$ cat src/asli_pkg.sv
// Shared constants and types for the acked serial link interface.
package asli_pkg;
  localparam int CLK_PERIOD_NS = 10;
  localparam int BIT_TIME_NS = 100;
  localparam int BIT_CYCLES = (BIT_TIME_NS + CLK_PERIOD_NS - 1) / CLK_PERIOD_NS;
  localparam int DATA_W = 8;
  localparam int PTR_W = 32;
  localparam int CNT_W = 16;
  localparam int FIFO_DEPTH = 8;
  localparam int DATA_FRAME_BITS = 11;
  localparam int ACK_FRAME_BITS = 3;
  localparam logic LINE_IDLE = 1'h1;
  localparam logic START_LEVEL = 1'h0;
  localparam logic DATA_FLAG = 1'h1;
  localparam logic ACK_FLAG = 1'h0;
  typedef enum logic [4:0] {
    RX_IDLE = 5'h01,
    RX_START = 5'h02,
    RX_KIND = 5'h04,
    RX_DATA = 5'h08,
    RX_STOP = 5'h10
  } asli_rx_e;
endpackage

$ cat src/asli_link_if.sv
// The two one-way serial lines joining the device end and the far end.
interface asli_link_if;
  logic line_to_far;
  logic line_to_dev;
  modport dev (output line_to_far, input line_to_dev);
  modport far (output line_to_dev, input line_to_far);
endinterface

$ cat src/asli_fifo.sv
// Flip-flop FIFO with valid and ready on both sides.
module asli_fifo #(
  parameter int W = 8,
  parameter int D = 8
) (
  input wire logic clk,
  input wire logic rst,
  input wire logic ce,
  input wire logic in_valid,
  input wire logic [W-1:0] in_data,
  output logic in_ready,
  output logic out_valid,
  output logic [W-1:0] out_data,
  input wire logic out_ready
);
  localparam int AW = (D > 1) ? $clog2(D) : 1;
  if (D < 2 || W < 1) begin : g_chk
    $error("asli_fifo needs D >= 2 and W >= 1");
  end
  typedef struct packed {
    logic [D-1:0][W-1:0] mem;
    logic [AW-1:0] wr;
    logic [AW-1:0] rd;
    logic [AW:0] cnt;
  } asli_fifo_s;
  asli_fifo_s s_reg, s_next;
  logic push, pop;
  assign in_ready = (s_reg.cnt != (AW + 1)'(D));
  assign out_valid = (s_reg.cnt != '0);
  assign out_data = s_reg.mem[s_reg.rd];
  assign push = in_valid && in_ready;
  assign pop = out_valid && out_ready;
  always_comb begin
    s_next = s_reg;
    if (push) begin
      s_next.mem[s_reg.wr] = in_data;
      s_next.wr = (s_reg.wr == AW'(D - 1)) ? '0 : AW'(s_reg.wr + 1'b1);
    end
    if (pop) begin
      s_next.rd = (s_reg.rd == AW'(D - 1)) ? '0 : AW'(s_reg.rd + 1'b1);
    end
    s_next.cnt = (AW + 1)'(s_reg.cnt + (AW + 1)'(push) - (AW + 1)'(pop));
  end
  always_ff @(posedge clk or posedge rst) begin
    if (rst) begin
      s_reg <= '0;
    end else if (ce) begin
      s_reg <= s_next;
    end
  end
endmodule // asli_fifo

$ cat src/asli_dev_end.sv
// Link engine and the device end with its transfer registers.
module asli_engine #(
  parameter int BIT_CYCLES = asli_pkg::BIT_CYCLES
) (
  input wire logic clk,
  input wire logic rst,
  input wire logic ce,
  input wire logic line_in,
  output logic line_out,
  input wire logic tx_valid,
  input wire logic [7:0] tx_data,
  output logic tx_ready,
  output logic ack_seen,
  output logic rx_valid,
  output logic [7:0] rx_data,
  input wire logic rx_ready
);
  if (BIT_CYCLES < 4 || BIT_CYCLES > 65535) begin : g_chk
    $error("asli_engine needs 4 <= BIT_CYCLES <= 65535");
  end
  localparam logic [15:0] BIT_LAST = 16'(BIT_CYCLES - 1);
  localparam logic [15:0] HALF_LAST = 16'(BIT_CYCLES / 2 - 1);
  typedef struct packed {
    logic tx_busy;
    logic [10:0] tx_sh;
    logic [3:0] tx_left;
    logic [15:0] tx_cnt;
    logic ack_wait;
    logic ack_pend;
    logic ack_defer;
    asli_pkg::asli_rx_e rx_st;
    logic [15:0] rx_cnt;
    logic [3:0] rx_bits;
    logic [7:0] rx_sh;
    logic sh_full;
    logic hold_full;
    logic [7:0] hold;
    logic ack_seen;
    logic line_out;
  } asli_eng_s;
  asli_eng_s s_reg, s_next;
  assign line_out = s_reg.line_out;
  assign ack_seen = s_reg.ack_seen;
  assign rx_valid = s_reg.hold_full;
  assign rx_data = s_reg.hold;
  assign tx_ready = !s_reg.tx_busy && !s_reg.ack_pend && !s_reg.ack_wait;
  always_comb begin
    logic ack_req;
    logic ack_rcv;
    ack_req = 1'b0;
    ack_rcv = 1'b0;
    s_next = s_reg;
    s_next.ack_seen = 1'b0;
    if (s_reg.hold_full && rx_ready) begin
      s_next.hold_full = 1'b0;
    end
    if (s_reg.sh_full && !s_next.hold_full) begin
      s_next.hold = s_reg.rx_sh;
      s_next.hold_full = 1'b1;
      s_next.sh_full = 1'b0;
    end
    if (s_reg.ack_defer && !s_next.hold_full && !s_next.sh_full) begin
      s_next.ack_defer = 1'b0;
      ack_req = 1'b1;
    end
    unique case (s_reg.rx_st)
      asli_pkg::RX_IDLE: begin
        // Start is a fall from idle.
        if (line_in == asli_pkg::START_LEVEL) begin
          s_next.rx_st = asli_pkg::RX_START;
          s_next.rx_cnt = '0;
        end
      end
      asli_pkg::RX_START: begin
        if (s_reg.rx_cnt == HALF_LAST) begin
          s_next.rx_cnt = '0;
          s_next.rx_st = (line_in == asli_pkg::START_LEVEL) ? asli_pkg::RX_KIND
                                                              : asli_pkg::RX_IDLE;
        end else begin
          s_next.rx_cnt = s_reg.rx_cnt + 16'h0001;
        end
      end
      asli_pkg::RX_KIND: begin
        if (s_reg.rx_cnt == BIT_LAST) begin
          s_next.rx_cnt = '0;
          // Flag bit tells data from acknowledge.
          if (line_in == asli_pkg::DATA_FLAG) begin
            s_next.rx_st = asli_pkg::RX_DATA;
            s_next.rx_bits = '0;
            if (!s_next.hold_full && !s_next.sh_full) begin
              ack_req = 1'b1;
            end else begin
              s_next.ack_defer = 1'b1;
            end
          end else begin
            s_next.rx_st = asli_pkg::RX_STOP;
            ack_rcv = 1'b1;
          end
        end else begin
          s_next.rx_cnt = s_reg.rx_cnt + 16'h0001;
        end
      end
      asli_pkg::RX_DATA: begin
        if (s_reg.rx_cnt == BIT_LAST) begin
          s_next.rx_cnt = '0;
          s_next.rx_sh = {line_in, s_reg.rx_sh[7:1]};
          s_next.rx_bits = s_reg.rx_bits + 4'h1;
          if (s_reg.rx_bits == 4'h7) begin
            s_next.rx_st = asli_pkg::RX_STOP;
            s_next.sh_full = 1'b1;
          end
        end else begin
          s_next.rx_cnt = s_reg.rx_cnt + 16'h0001;
        end
      end
      asli_pkg::RX_STOP: begin
        if (s_reg.rx_cnt == BIT_LAST) begin
          s_next.rx_cnt = '0;
          s_next.rx_st = asli_pkg::RX_IDLE;
        end else begin
          s_next.rx_cnt = s_reg.rx_cnt + 16'h0001;
        end
      end
      default: begin
        s_next.rx_st = asli_pkg::RX_IDLE;
      end
    endcase
    // The old wait is cleared before any new data load can set it again.
    if (ack_rcv) begin
      s_next.ack_wait = 1'b0;
      s_next.ack_seen = 1'b1;
    end
    if (s_reg.tx_busy) begin
      if (s_reg.tx_cnt == BIT_LAST) begin
        s_next.tx_cnt = '0;
        s_next.tx_sh = {asli_pkg::LINE_IDLE, s_reg.tx_sh[10:1]};
        s_next.tx_left = s_reg.tx_left - 4'h1;
        if (s_reg.tx_left == 4'h1) begin
          s_next.tx_busy = 1'b0;
        end
      end else begin
        s_next.tx_cnt = s_reg.tx_cnt + 16'h0001;
      end
    end else if (s_reg.ack_pend) begin
      s_next.tx_busy = 1'b1;
      s_next.tx_cnt = '0;
      s_next.ack_pend = 1'b0;
      s_next.tx_sh = {8'hFF, asli_pkg::LINE_IDLE, asli_pkg::ACK_FLAG, asli_pkg::START_LEVEL};
      s_next.tx_left = 4'(asli_pkg::ACK_FRAME_BITS);
    end else if (tx_valid && !s_reg.ack_wait) begin
      s_next.tx_busy = 1'b1;
      s_next.tx_cnt = '0;
      s_next.ack_wait = 1'b1;
      s_next.tx_sh = {asli_pkg::LINE_IDLE, tx_data, asli_pkg::DATA_FLAG, asli_pkg::START_LEVEL};
      s_next.tx_left = 4'(asli_pkg::DATA_FRAME_BITS);
    end
    // A request raised in the same cycle as a send still stands afterwards.
    if (ack_req) begin
      s_next.ack_pend = 1'b1;
    end
    s_next.line_out = s_next.tx_busy ? s_next.tx_sh[0] : asli_pkg::LINE_IDLE;
  end
  always_ff @(posedge clk or posedge rst) begin
    if (rst) begin
      s_reg <= '0;
      s_reg.rx_st <= asli_pkg::RX_IDLE;
      s_reg.line_out <= asli_pkg::LINE_IDLE;
    end else if (ce) begin
      s_reg <= s_next;
    end
  end
endmodule // asli_engine

module asli_dev_end #(
  parameter int BIT_CYCLES = asli_pkg::BIT_CYCLES,
  parameter int DEPTH = asli_pkg::FIFO_DEPTH
) (
  input wire logic REF_CLK,
  input wire logic RESET,
  input wire logic CE,
  asli_link_if.dev LINK,
  input wire logic TX_START,
  input wire logic [asli_pkg::PTR_W-1:0] TX_WPTR_IN,
  input wire logic [asli_pkg::PTR_W-1:0] TX_MPTR_IN,
  input wire logic [asli_pkg::CNT_W-1:0] TX_COUNT_IN,
  output logic TX_BUSY,
  input wire logic SRC_VALID,
  input wire logic [7:0] SRC_DATA,
  output logic SRC_READY,
  output logic [asli_pkg::PTR_W-1:0] TX_MPTR,
  output logic TX_DONE,
  output logic [asli_pkg::PTR_W-1:0] TX_DONE_WPTR,
  input wire logic RX_START,
  input wire logic [asli_pkg::PTR_W-1:0] RX_WPTR_IN,
  input wire logic [asli_pkg::PTR_W-1:0] RX_MPTR_IN,
  input wire logic [asli_pkg::CNT_W-1:0] RX_COUNT_IN,
  output logic RX_BUSY,
  output logic DST_VALID,
  output logic [7:0] DST_DATA,
  output logic [asli_pkg::PTR_W-1:0] DST_ADDR,
  input wire logic DST_READY,
  output logic RX_DONE,
  output logic [asli_pkg::PTR_W-1:0] RX_DONE_WPTR
);
  localparam int PW = asli_pkg::PTR_W;
  localparam int CW = asli_pkg::CNT_W;
  typedef struct packed {
    logic tx_act;
    logic [PW-1:0] tx_wptr;
    logic [PW-1:0] tx_mptr;
    logic [CW-1:0] tx_count;
    logic [CW-1:0] tx_left;
    logic tx_done;
    logic [PW-1:0] tx_done_wptr;
    logic rx_act;
    logic [PW-1:0] rx_wptr;
    logic [PW-1:0] rx_mptr;
    logic [CW-1:0] rx_count;
    logic rx_done;
    logic [PW-1:0] rx_done_wptr;
  } asli_dev_s;
  asli_dev_s s_reg, s_next;
  logic f_valid, f_ready, e_ready, e_ack, e_rx_valid, e_rx_ready, e_tx_valid;
  logic [7:0] f_data;
  asli_fifo #(.W(8), .D(DEPTH)) i_asli_fifo (
    .clk(REF_CLK),
    .rst(RESET),
    .ce(CE),
    .in_valid(SRC_VALID),
    .in_data(SRC_DATA),
    .in_ready(SRC_READY),
    .out_valid(f_valid),
    .out_data(f_data),
    .out_ready(f_ready)
  );
  // One line out, one line in.
  asli_engine #(.BIT_CYCLES(BIT_CYCLES)) i_asli_engine (
    .clk(REF_CLK),
    .rst(RESET),
    .ce(CE),
    .line_in(LINK.line_to_dev),
    .line_out(LINK.line_to_far),
    .tx_valid(e_tx_valid),
    .tx_data(f_data),
    .tx_ready(e_ready),
    .ack_seen(e_ack),
    .rx_valid(e_rx_valid),
    .rx_data(DST_DATA),
    .rx_ready(e_rx_ready)
  );
  // One byte per frame, counted down.
  assign e_tx_valid = s_reg.tx_act && (s_reg.tx_left != '0) && f_valid;
  assign f_ready = s_reg.tx_act && (s_reg.tx_left != '0) && e_ready;
  assign DST_VALID = s_reg.rx_act && e_rx_valid;
  assign e_rx_ready = s_reg.rx_act && DST_READY;
  assign TX_BUSY = s_reg.tx_act;
  assign RX_BUSY = s_reg.rx_act;
  assign TX_MPTR = s_reg.tx_mptr;
  assign DST_ADDR = s_reg.rx_mptr;
  assign TX_DONE = s_reg.tx_done;
  assign TX_DONE_WPTR = s_reg.tx_done_wptr;
  assign RX_DONE = s_reg.rx_done;
  assign RX_DONE_WPTR = s_reg.rx_done_wptr;
  always_comb begin
    s_next = s_reg;
    s_next.tx_done = 1'b0;
    s_next.rx_done = 1'b0;
    if (!s_reg.tx_act) begin
      if (TX_START) begin
        s_next.tx_act = 1'b1;
        s_next.tx_wptr = TX_WPTR_IN;
        s_next.tx_mptr = TX_MPTR_IN;
        s_next.tx_count = TX_COUNT_IN;
        s_next.tx_left = TX_COUNT_IN;
      end
    end else begin
      if (f_valid && f_ready) begin
        s_next.tx_mptr = s_reg.tx_mptr + PW'(1);
        s_next.tx_left = s_reg.tx_left - CW'(1);
      end
      if (e_ack && s_reg.tx_count != '0) begin
        s_next.tx_count = s_reg.tx_count - CW'(1);
      end
      if (s_reg.tx_count == '0 || (e_ack && s_reg.tx_count == CW'(1))) begin
        s_next.tx_act = 1'b0;
        s_next.tx_done = 1'b1;
        s_next.tx_done_wptr = s_reg.tx_wptr;
      end
    end
    if (!s_reg.rx_act) begin
      if (RX_START) begin
        s_next.rx_act = 1'b1;
        s_next.rx_wptr = RX_WPTR_IN;
        s_next.rx_mptr = RX_MPTR_IN;
        s_next.rx_count = RX_COUNT_IN;
      end
    end else begin
      if (DST_VALID && DST_READY) begin
        s_next.rx_mptr = s_reg.rx_mptr + PW'(1);
        s_next.rx_count = s_reg.rx_count - CW'(1);
      end
      // Reschedule request when message is in.
      if (s_reg.rx_count == '0 || (DST_VALID && DST_READY && s_reg.rx_count == CW'(1))) begin
        s_next.rx_act = 1'b0;
        s_next.rx_done = 1'b1;
        s_next.rx_done_wptr = s_reg.rx_wptr;
      end
    end
  end
  always_ff @(posedge REF_CLK or posedge RESET) begin
    if (RESET) begin
      s_reg <= '0;
    end else if (CE) begin
      s_reg <= s_next;
    end
  end
endmodule // asli_dev_end

$ cat src/flat_wrapper.sv
// flat-port wrapper written by rule: the top's interface ports become plain ports
module asli_dev_end_flat 
#(
  parameter int BIT_CYCLES = asli_pkg::BIT_CYCLES,
  parameter int DEPTH = asli_pkg::FIFO_DEPTH
)
  (REF_CLK, RESET, CE, TX_START, TX_WPTR_IN, TX_MPTR_IN, TX_COUNT_IN, TX_BUSY, SRC_VALID, SRC_DATA, SRC_READY, TX_MPTR, TX_DONE, TX_DONE_WPTR, RX_START, RX_WPTR_IN, RX_MPTR_IN, RX_COUNT_IN, RX_BUSY, DST_VALID, DST_DATA, DST_ADDR, DST_READY, RX_DONE, RX_DONE_WPTR, LINK_line_to_far, LINK_line_to_dev);
  asli_link_if LINK_i ();
  input wire logic REF_CLK;
  input wire logic RESET;
  input wire logic CE;
  input wire logic TX_START;
  input wire logic [asli_pkg::PTR_W-1:0] TX_WPTR_IN;
  input wire logic [asli_pkg::PTR_W-1:0] TX_MPTR_IN;
  input wire logic [asli_pkg::CNT_W-1:0] TX_COUNT_IN;
  output logic TX_BUSY;
  input wire logic SRC_VALID;
  input wire logic [7:0] SRC_DATA;
  output logic SRC_READY;
  output logic [asli_pkg::PTR_W-1:0] TX_MPTR;
  output logic TX_DONE;
  output logic [asli_pkg::PTR_W-1:0] TX_DONE_WPTR;
  input wire logic RX_START;
  input wire logic [asli_pkg::PTR_W-1:0] RX_WPTR_IN;
  input wire logic [asli_pkg::PTR_W-1:0] RX_MPTR_IN;
  input wire logic [asli_pkg::CNT_W-1:0] RX_COUNT_IN;
  output logic RX_BUSY;
  output logic DST_VALID;
  output logic [7:0] DST_DATA;
  output logic [asli_pkg::PTR_W-1:0] DST_ADDR;
  input wire logic DST_READY;
  output logic RX_DONE;
  output logic [asli_pkg::PTR_W-1:0] RX_DONE_WPTR;
  output wire logic [$bits(LINK_i.line_to_far)-1:0] LINK_line_to_far;
  input wire logic [$bits(LINK_i.line_to_dev)-1:0] LINK_line_to_dev;
  assign LINK_line_to_far = LINK_i.line_to_far;
  assign LINK_i.line_to_dev = LINK_line_to_dev;
  asli_dev_end #(.BIT_CYCLES(BIT_CYCLES), .DEPTH(DEPTH)) u_core (.REF_CLK(REF_CLK), .RESET(RESET), .CE(CE), .LINK(LINK_i), .TX_START(TX_START), .TX_WPTR_IN(TX_WPTR_IN), .TX_MPTR_IN(TX_MPTR_IN), .TX_COUNT_IN(TX_COUNT_IN), .TX_BUSY(TX_BUSY), .SRC_VALID(SRC_VALID), .SRC_DATA(SRC_DATA), .SRC_READY(SRC_READY), .TX_MPTR(TX_MPTR), .TX_DONE(TX_DONE), .TX_DONE_WPTR(TX_DONE_WPTR), .RX_START(RX_START), .RX_WPTR_IN(RX_WPTR_IN), .RX_MPTR_IN(RX_MPTR_IN), .RX_COUNT_IN(RX_COUNT_IN), .RX_BUSY(RX_BUSY), .DST_VALID(DST_VALID), .DST_DATA(DST_DATA), .DST_ADDR(DST_ADDR), .DST_READY(DST_READY), .RX_DONE(RX_DONE), .RX_DONE_WPTR(RX_DONE_WPTR));
endmodule
$ cat config.mk
export PLATFORM = sky130hd
export DESIGN_NAME = asli_dev_end_flat
export DESIGN_NICKNAME = d
export VERILOG_FILES = /design/src/asli_pkg.sv /design/src/asli_link_if.sv /design/src/asli_fifo.sv /design/src/asli_dev_end.sv /design/src/flat_wrapper.sv
export SDC_FILE = /design/constraint.sdc
export NUM_CORES = 1
export LEC_CHECK = 0
export ABC_AREA = 1
export BUFFER_PORTS_ARGS = -buffer_cell sky130_fd_sc_hd__buf_2
export CAP_MARGIN = 20
export CORE_ASPECT_RATIO = 0.75
export CORE_MARGIN = 2
export CORE_UTILIZATION = 63
export DETAILED_ROUTE_END_ITERATION = 12
export HOLD_SLACK_MARGIN = 0.08
export PLACE_DENSITY = 0.87
export SLEW_MARGIN = 25
export SYNTH_ARGS = -nofsm -noshare
export SYNTH_HDL_FRONTEND = slang
export SYNTH_SLANG_ARGS = --single-unit
$ cat constraint.sdc
create_clock -name REF_CLK -period 19.2 [get_ports REF_CLK]
set_input_delay 2.88 -clock REF_CLK [delete_from_list [all_inputs] [get_ports REF_CLK]]
set_output_delay 2.88 -clock REF_CLK [all_outputs]
set_load 0.02 [all_outputs]
**Yosys cells after proc, flatten, opt, wreduce, memory -nomap -nowiden**

Cells that the tools add are included.

- Memory bits (read-only): 0
- Bits in registers: 398
- RAM bits: 0
- Word-level logic and storage cells: 209
- Memories kept: 0
- Latch bits: 0

- Equality and inequality tests: 27
- $lt $le $gt $ge: 3
- $mul: 0
- $add $sub $neg: 13
- Mux-type cells: 67
- Divide/modulo/power cells: 0
- Shift-type cells: 0
- Bitwise logic cells: 2
- Reductions and logical operators: 56

Operators with widths:

| operator | number |
|---|---|
| $mux 33 | 5 |
| $mux 97 | 1 |
| $mux 16 | 6 |
| $mux 32 | 3 |
| $mux 48 | 2 |
| $mux 81 | 1 |
| $add 32x1->32 const B | 2 |
| $bwmux 64 | 1 |
| $mux 64 | 1 |
| $pmux 16 s3 | 1 |
| $sub 16x1->16 const B | 3 |
| $add 16x1->16 const B | 2 |
| $eq 16x1->1 const B | 2 |
| $eq 16x4->1 const B | 2 |
| $logic_not 16->1 | 2 |
| $reduce_bool 16->1 | 2 |
| $reduce_and 3->1 | 10 |
| $mux 1 | 25 |
| $mux 5 | 5 |
| $pmux 5 s5 | 1 |
| $bmux 8 s3 | 1 |
| $demux 8 s3 | 1 |
| $mux 21 | 1 |
| $logic_and 1x1->1 | 20 |
| other kinds (37) | 68 |

**Longest topological paths before layout**

- Word-level depth: 16
- Gate-level depth with buffers: 14
- Mapped depth without buffers: 14

**Hierarchy**

A second synthesis with hierarchy kept.

- Cells, all modules: 3022
- Area, all modules: 22909.5 um^2

Modules (own cells, without submodules):

| module | instances | cells an instance | sequential area each (um^2) | area an instance (um^2) |
|---|---|---|---|---|
| asli_dev_end | 1 | 1844 | 6105.9 | 14094.8 |
| asli_engine | 1 | 650 | 2004.4 | 4778.3 |
| asli_fifo | 1 | 528 | 1851.8 | 4036.4 |

**Worst setup path before layout**

OpenSTA, ideal clock, no wires.

- Path kind: input-to-reg
- Start: input SRC_VALID
- End: register u_core.i_asli_fifo.s_reg[2] in the netlist's numbering
- Path slack: 15.037 ns
- Arrival time: 4.028 ns
- Buffers on the path: 0
- Stages: 7
- Library setup time: 0.136 ns
- Cell sequence: nand2_2 -> ha_1 -> inv_1 -> ha_1 -> fa_1 -> xnor2_1 -> o21ai_0

- Word-level cells in the longest chain between the ends: 3

Ends and longest elaborated chain:

| item | RTL line | source |
|---|---|---|
| start, declared | flat_wrapper.sv:17 | `input wire logic SRC_VALID;` |
| $logic_and 1x1->1 | asli_fifo.sv:31 | `assign push = in_valid && in_ready;` |
| $add 4x1->4 | asli_fifo.sv:42 | `s_next.cnt = (AW + 1)'(s_reg.cnt + (AW + 1)'(push) - (AW + 1)'(pop));` |
| $sub 4x1->4 | asli_fifo.sv:42 |  |
| end signal, assigned | asli_fifo.sv:48 | `s_reg <= s_next;` |
| end, declared | asli_fifo.sv:26 | `asli_fifo_s s_reg, s_next;` |

Every way passes these cells.
A chain may end at the register's enable or synchronous reset.

**Worst setup path in the final report**

- Start: input CE
- End: register u_core.s_reg[154] in the netlist's numbering

- Word-level cells in the longest chain between the ends: 1

Ends and longest elaborated chain:

| item | RTL line | source |
|---|---|---|
| start, declared | flat_wrapper.sv:11 | `input wire logic CE;` |
| $reduce_and 3->1 (no source line) | - |  |
| end signal, assigned | asli_dev_end.sv:314 | `s_reg <= s_next;` |
| end, declared | asli_dev_end.sv:222 | `asli_dev_s s_reg, s_next;` |

Every way passes these cells.

==> results.yml <==
run_status:
  status: "completed"
logic_synthesis:
  synth_top_family_by_area: "simple AND/OR/NAND/NOR gates"
  synth_nets: 3039
  ys_seq_area_frac: 0.457
  synth_top_area_frac: 0.455
  synthTopCellsByArea: "dfrtp_1 (45%), nand2_1 (15%), buf_4 (4.9%)"
  async_flop_share: 1.00
  ys_warn_count: 0
  synthAdderAreaFrac: 0.0153
  synth_commonest_cells: "nand2_1 (855), dfrtp_1 (396), nor2_1 (247), inv_1 (200), nand3_1 (162)"
  synthSimpleGateAreaFrac: 0.265
  synth_area_per_cell_sq_um: 7.68
  synth_seq_cells: 398
  synth_cell_types: 53
  ys.flop_type: "dfrtp_1"
  synth.most_common_cell: "nand2_1"
  netlist_area_sq_um: 21800
  synth_edf_count: 0
  synth_mux_area_frac: 0.0149
  synth_xor_xnor_area_share: 0.0229
  yosysTopAreaCell: "dfrtp_1"
  synth_cells: 2837
  synth_compound_area_frac: 0.115
cts:
  cts_max_path_buffers: 3
  post-cts-setup-buffers: 0
  cts_hold_buf: 0
  numCtsBuffers: 40
  htreeDepth: 2
  clock_sinks: 398
  insertion_delay_ns: 0.54
  cts_root_buf: "clkbuf_16"
  cts_resized: 0
  clk_pin_slew_worst_paths_ns: 0.06
  tritoncts: "built"
pwr:
  power_per_cell_area_nw_per_um2: 116
  fin_total_pwr_uw: 2780
  power_leakage_uw: 0.0122
  peakVddDrop_uv: 86.6
timing:
  worstMarginPinSlew_ns: 1.01
  finalClockSkew_ns: 0.0158
  hold_viol_final: 0
  rsz0062_at_grt: "false"
  tns_ns: 0
  fin_crit_sh: 0.268
  setup_slack_ns: 14.05
  setup_violations: 0
  slew_viol_final: 0
  max_freq_ghz: 0.194
  slew-limit-headroom: 0.325
  fin_crit_ns: 5.15
routing:
  drt-initial-drc-count: 2247
  vias: 19800
  ant_nets: 0
  drt-total-wl_mm: 58.0
  routedWlPerCell_um: 16.8
  dr.pass1.iters: 7
  viasPerCell: 5.72
  drcViolationCount: 0
floorplanning:
  core_sq_um: 33800
  die_y_um: 165
  rows: 58
  die_w_um: 219
  initial_core_util: 0.645
  ios: 319
  die_area_sq_um: 36100
finish:
  drive_above_1_share: 0.169
  nets: 3172
  area_delta_synth_final_pct: 9.76
  largest_reg_flops: 112
global_route:
  grt.total_usage: 0.310
  grt_pass1_vias: 18500
  grt_pass1_wl_mm: 91.3
  antenna_found_initial: 0
  grt-ovfl-total: 0
  grt_max_degree: 173
place:
  dp_hpwl_mm: 39.3
  dp_slack_ns: 13.57
  place_congestion: 0.963
  port_buffers: 318
hold_path:
  hold_class: "reg2reg"
critical_path:
  path_max_fanout: 50
  critPathLaunchType: "primary input"
  required_ns: 19.64
  crit_arrival_ns: 5.59
  cp-end-kind: "flip-flop"
  crit_type: "in2reg"
flow_run:
  cap_violations: 0
[layout by cell type (no fill, tap or decap), types with 3 or more instances in the layout]
master | netlist | routed
nand3_2 | 7 | 8
clkinv_1 | 7 | 7
dfrtp_1 | 396 | 395
clkbuf_1 | 38 | 6
a21oi_1 | 142 | 142
xor2_1 | 42 | 42
clkinv_2 | 0 | 9
ha_1 | 25 | 25
nor2_1 | 247 | 247
nor3_1 | 34 | 34
o211ai_1 | 3 | 3
a31oi_1 | 4 | 4
clkbuf_8 | 0 | 12
nor2_4 | 4 | 4
diode_2 | 0 | 3
nand2_1 | 855 | 853
buf_4 | 143 | 11
or2_2 | 4 | 4
buf_2 | 41 | 318
clkbuf_16 | 0 | 41
nor2_2 | 9 | 9
inv_2 | 28 | 28
nand3_1 | 162 | 161
mux2_2 | 27 | 27
o21ai_2 | 4 | 4
o22ai_1 | 3 | 3
a21boi_0 | 10 | 10
xnor2_1 | 15 | 15
inv_1 | 200 | 199
nand4_1 | 32 | 32
a22oi_1 | 23 | 23
nand2_2 | 8 | 9
o21ai_1 | 111 | 111
o21ai_0 | 161 | 161
nand3b_1 | 10 | 10
[worst max-delay path, stage by stage]
cell and delay [ns]:
buf_2 0.43, inv_2 0.33, a21oi_2 0.23, nand2_2 0.52, inv_2 0.88, nand2_1 0.13, o21ai_1 0.14
[layout make-up]
class	instances	area [sq um]
inverter	235	890
tap	450	563
clock inverter	15	140
clock buffer	59	1210
antenna	3	7.51
sequential	398	9960
fill	2594	9890
timing repair buffer	331	1710
multi-input combinational	1964	9450
[worst paths after layout]
path	endpoint	depth (start not counted)	start	slack, ns
worst min register to register	u_core.i_asli_engine.s_reg[78]$_DFFE_PP0P_	1	u_core.i_asli_engine.s_reg[78]$_DFFE_PP0P_	0.47
min in group asynchronous	u_core.RX_DONE_WPTR[21]$_DFFE_PP0P_	2	RESET	2.44
max in group asynchronous	u_core.s_reg[171]$_DFFE_PP0P_	3	RESET	15.35
worst max-delay path	u_core.s_reg[154]$_DFFE_PP0P_	7	CE	14.05
worst max register to register	u_core.s_reg[154]$_DFFE_PP0P_	9	u_core.TX_BUSY$_DFFE_PP0P_	15.74
worst min-delay path	u_core.i_asli_engine.s_reg[78]$_DFFE_PP0P_	1	u_core.i_asli_engine.s_reg[78]$_DFFE_PP0P_	0.47
[where the power goes]
group	leakage (uW)	internal, uW	switching, uW
Sequential	0.00504	1040	176
Combinational	0.00647	272	487
Clock	0.000679	467	337
[through the flow]
stage / hold WS, ns / util / area (sq um) / cells
finish: 0.468 / 0.708 / 23900 / 3455
floorplan: 0.434 / - / 21800 / 2837
CTS: 0.464 / 0.707 / 23900 / 3452
global route: 0.469 / 0.707 / 23900 / 3452
global placement: 0.442 / 0.667 / 22600 / 3378
detailed placement: 0.449 / 0.667 / 22600 / 3378
[logic make-up (layout without fill, tap and decap cells)]
logic type      count (synthesis)  count (layout)
fa+ha+maj                      26              26
xor+xnor                       57              57
other cells                     0               3
mux                            29              29
flops                         398             398
buf+inv                       475             640
compound gates                470             470
simple gates                 1382            1382
[per-layer routing]
metal / share of wire / track usage / wire (um)
met1: 0.42 / 0.430 / 24400
met4: 0.029 / 0.107 / 1660
met3: 0.088 / 0.0502 / 5090
met2: 0.46 / 0.500 / 26800
met5: 0 / 0 / 0
No activity file was read; power rests on OpenSTA's default activity.
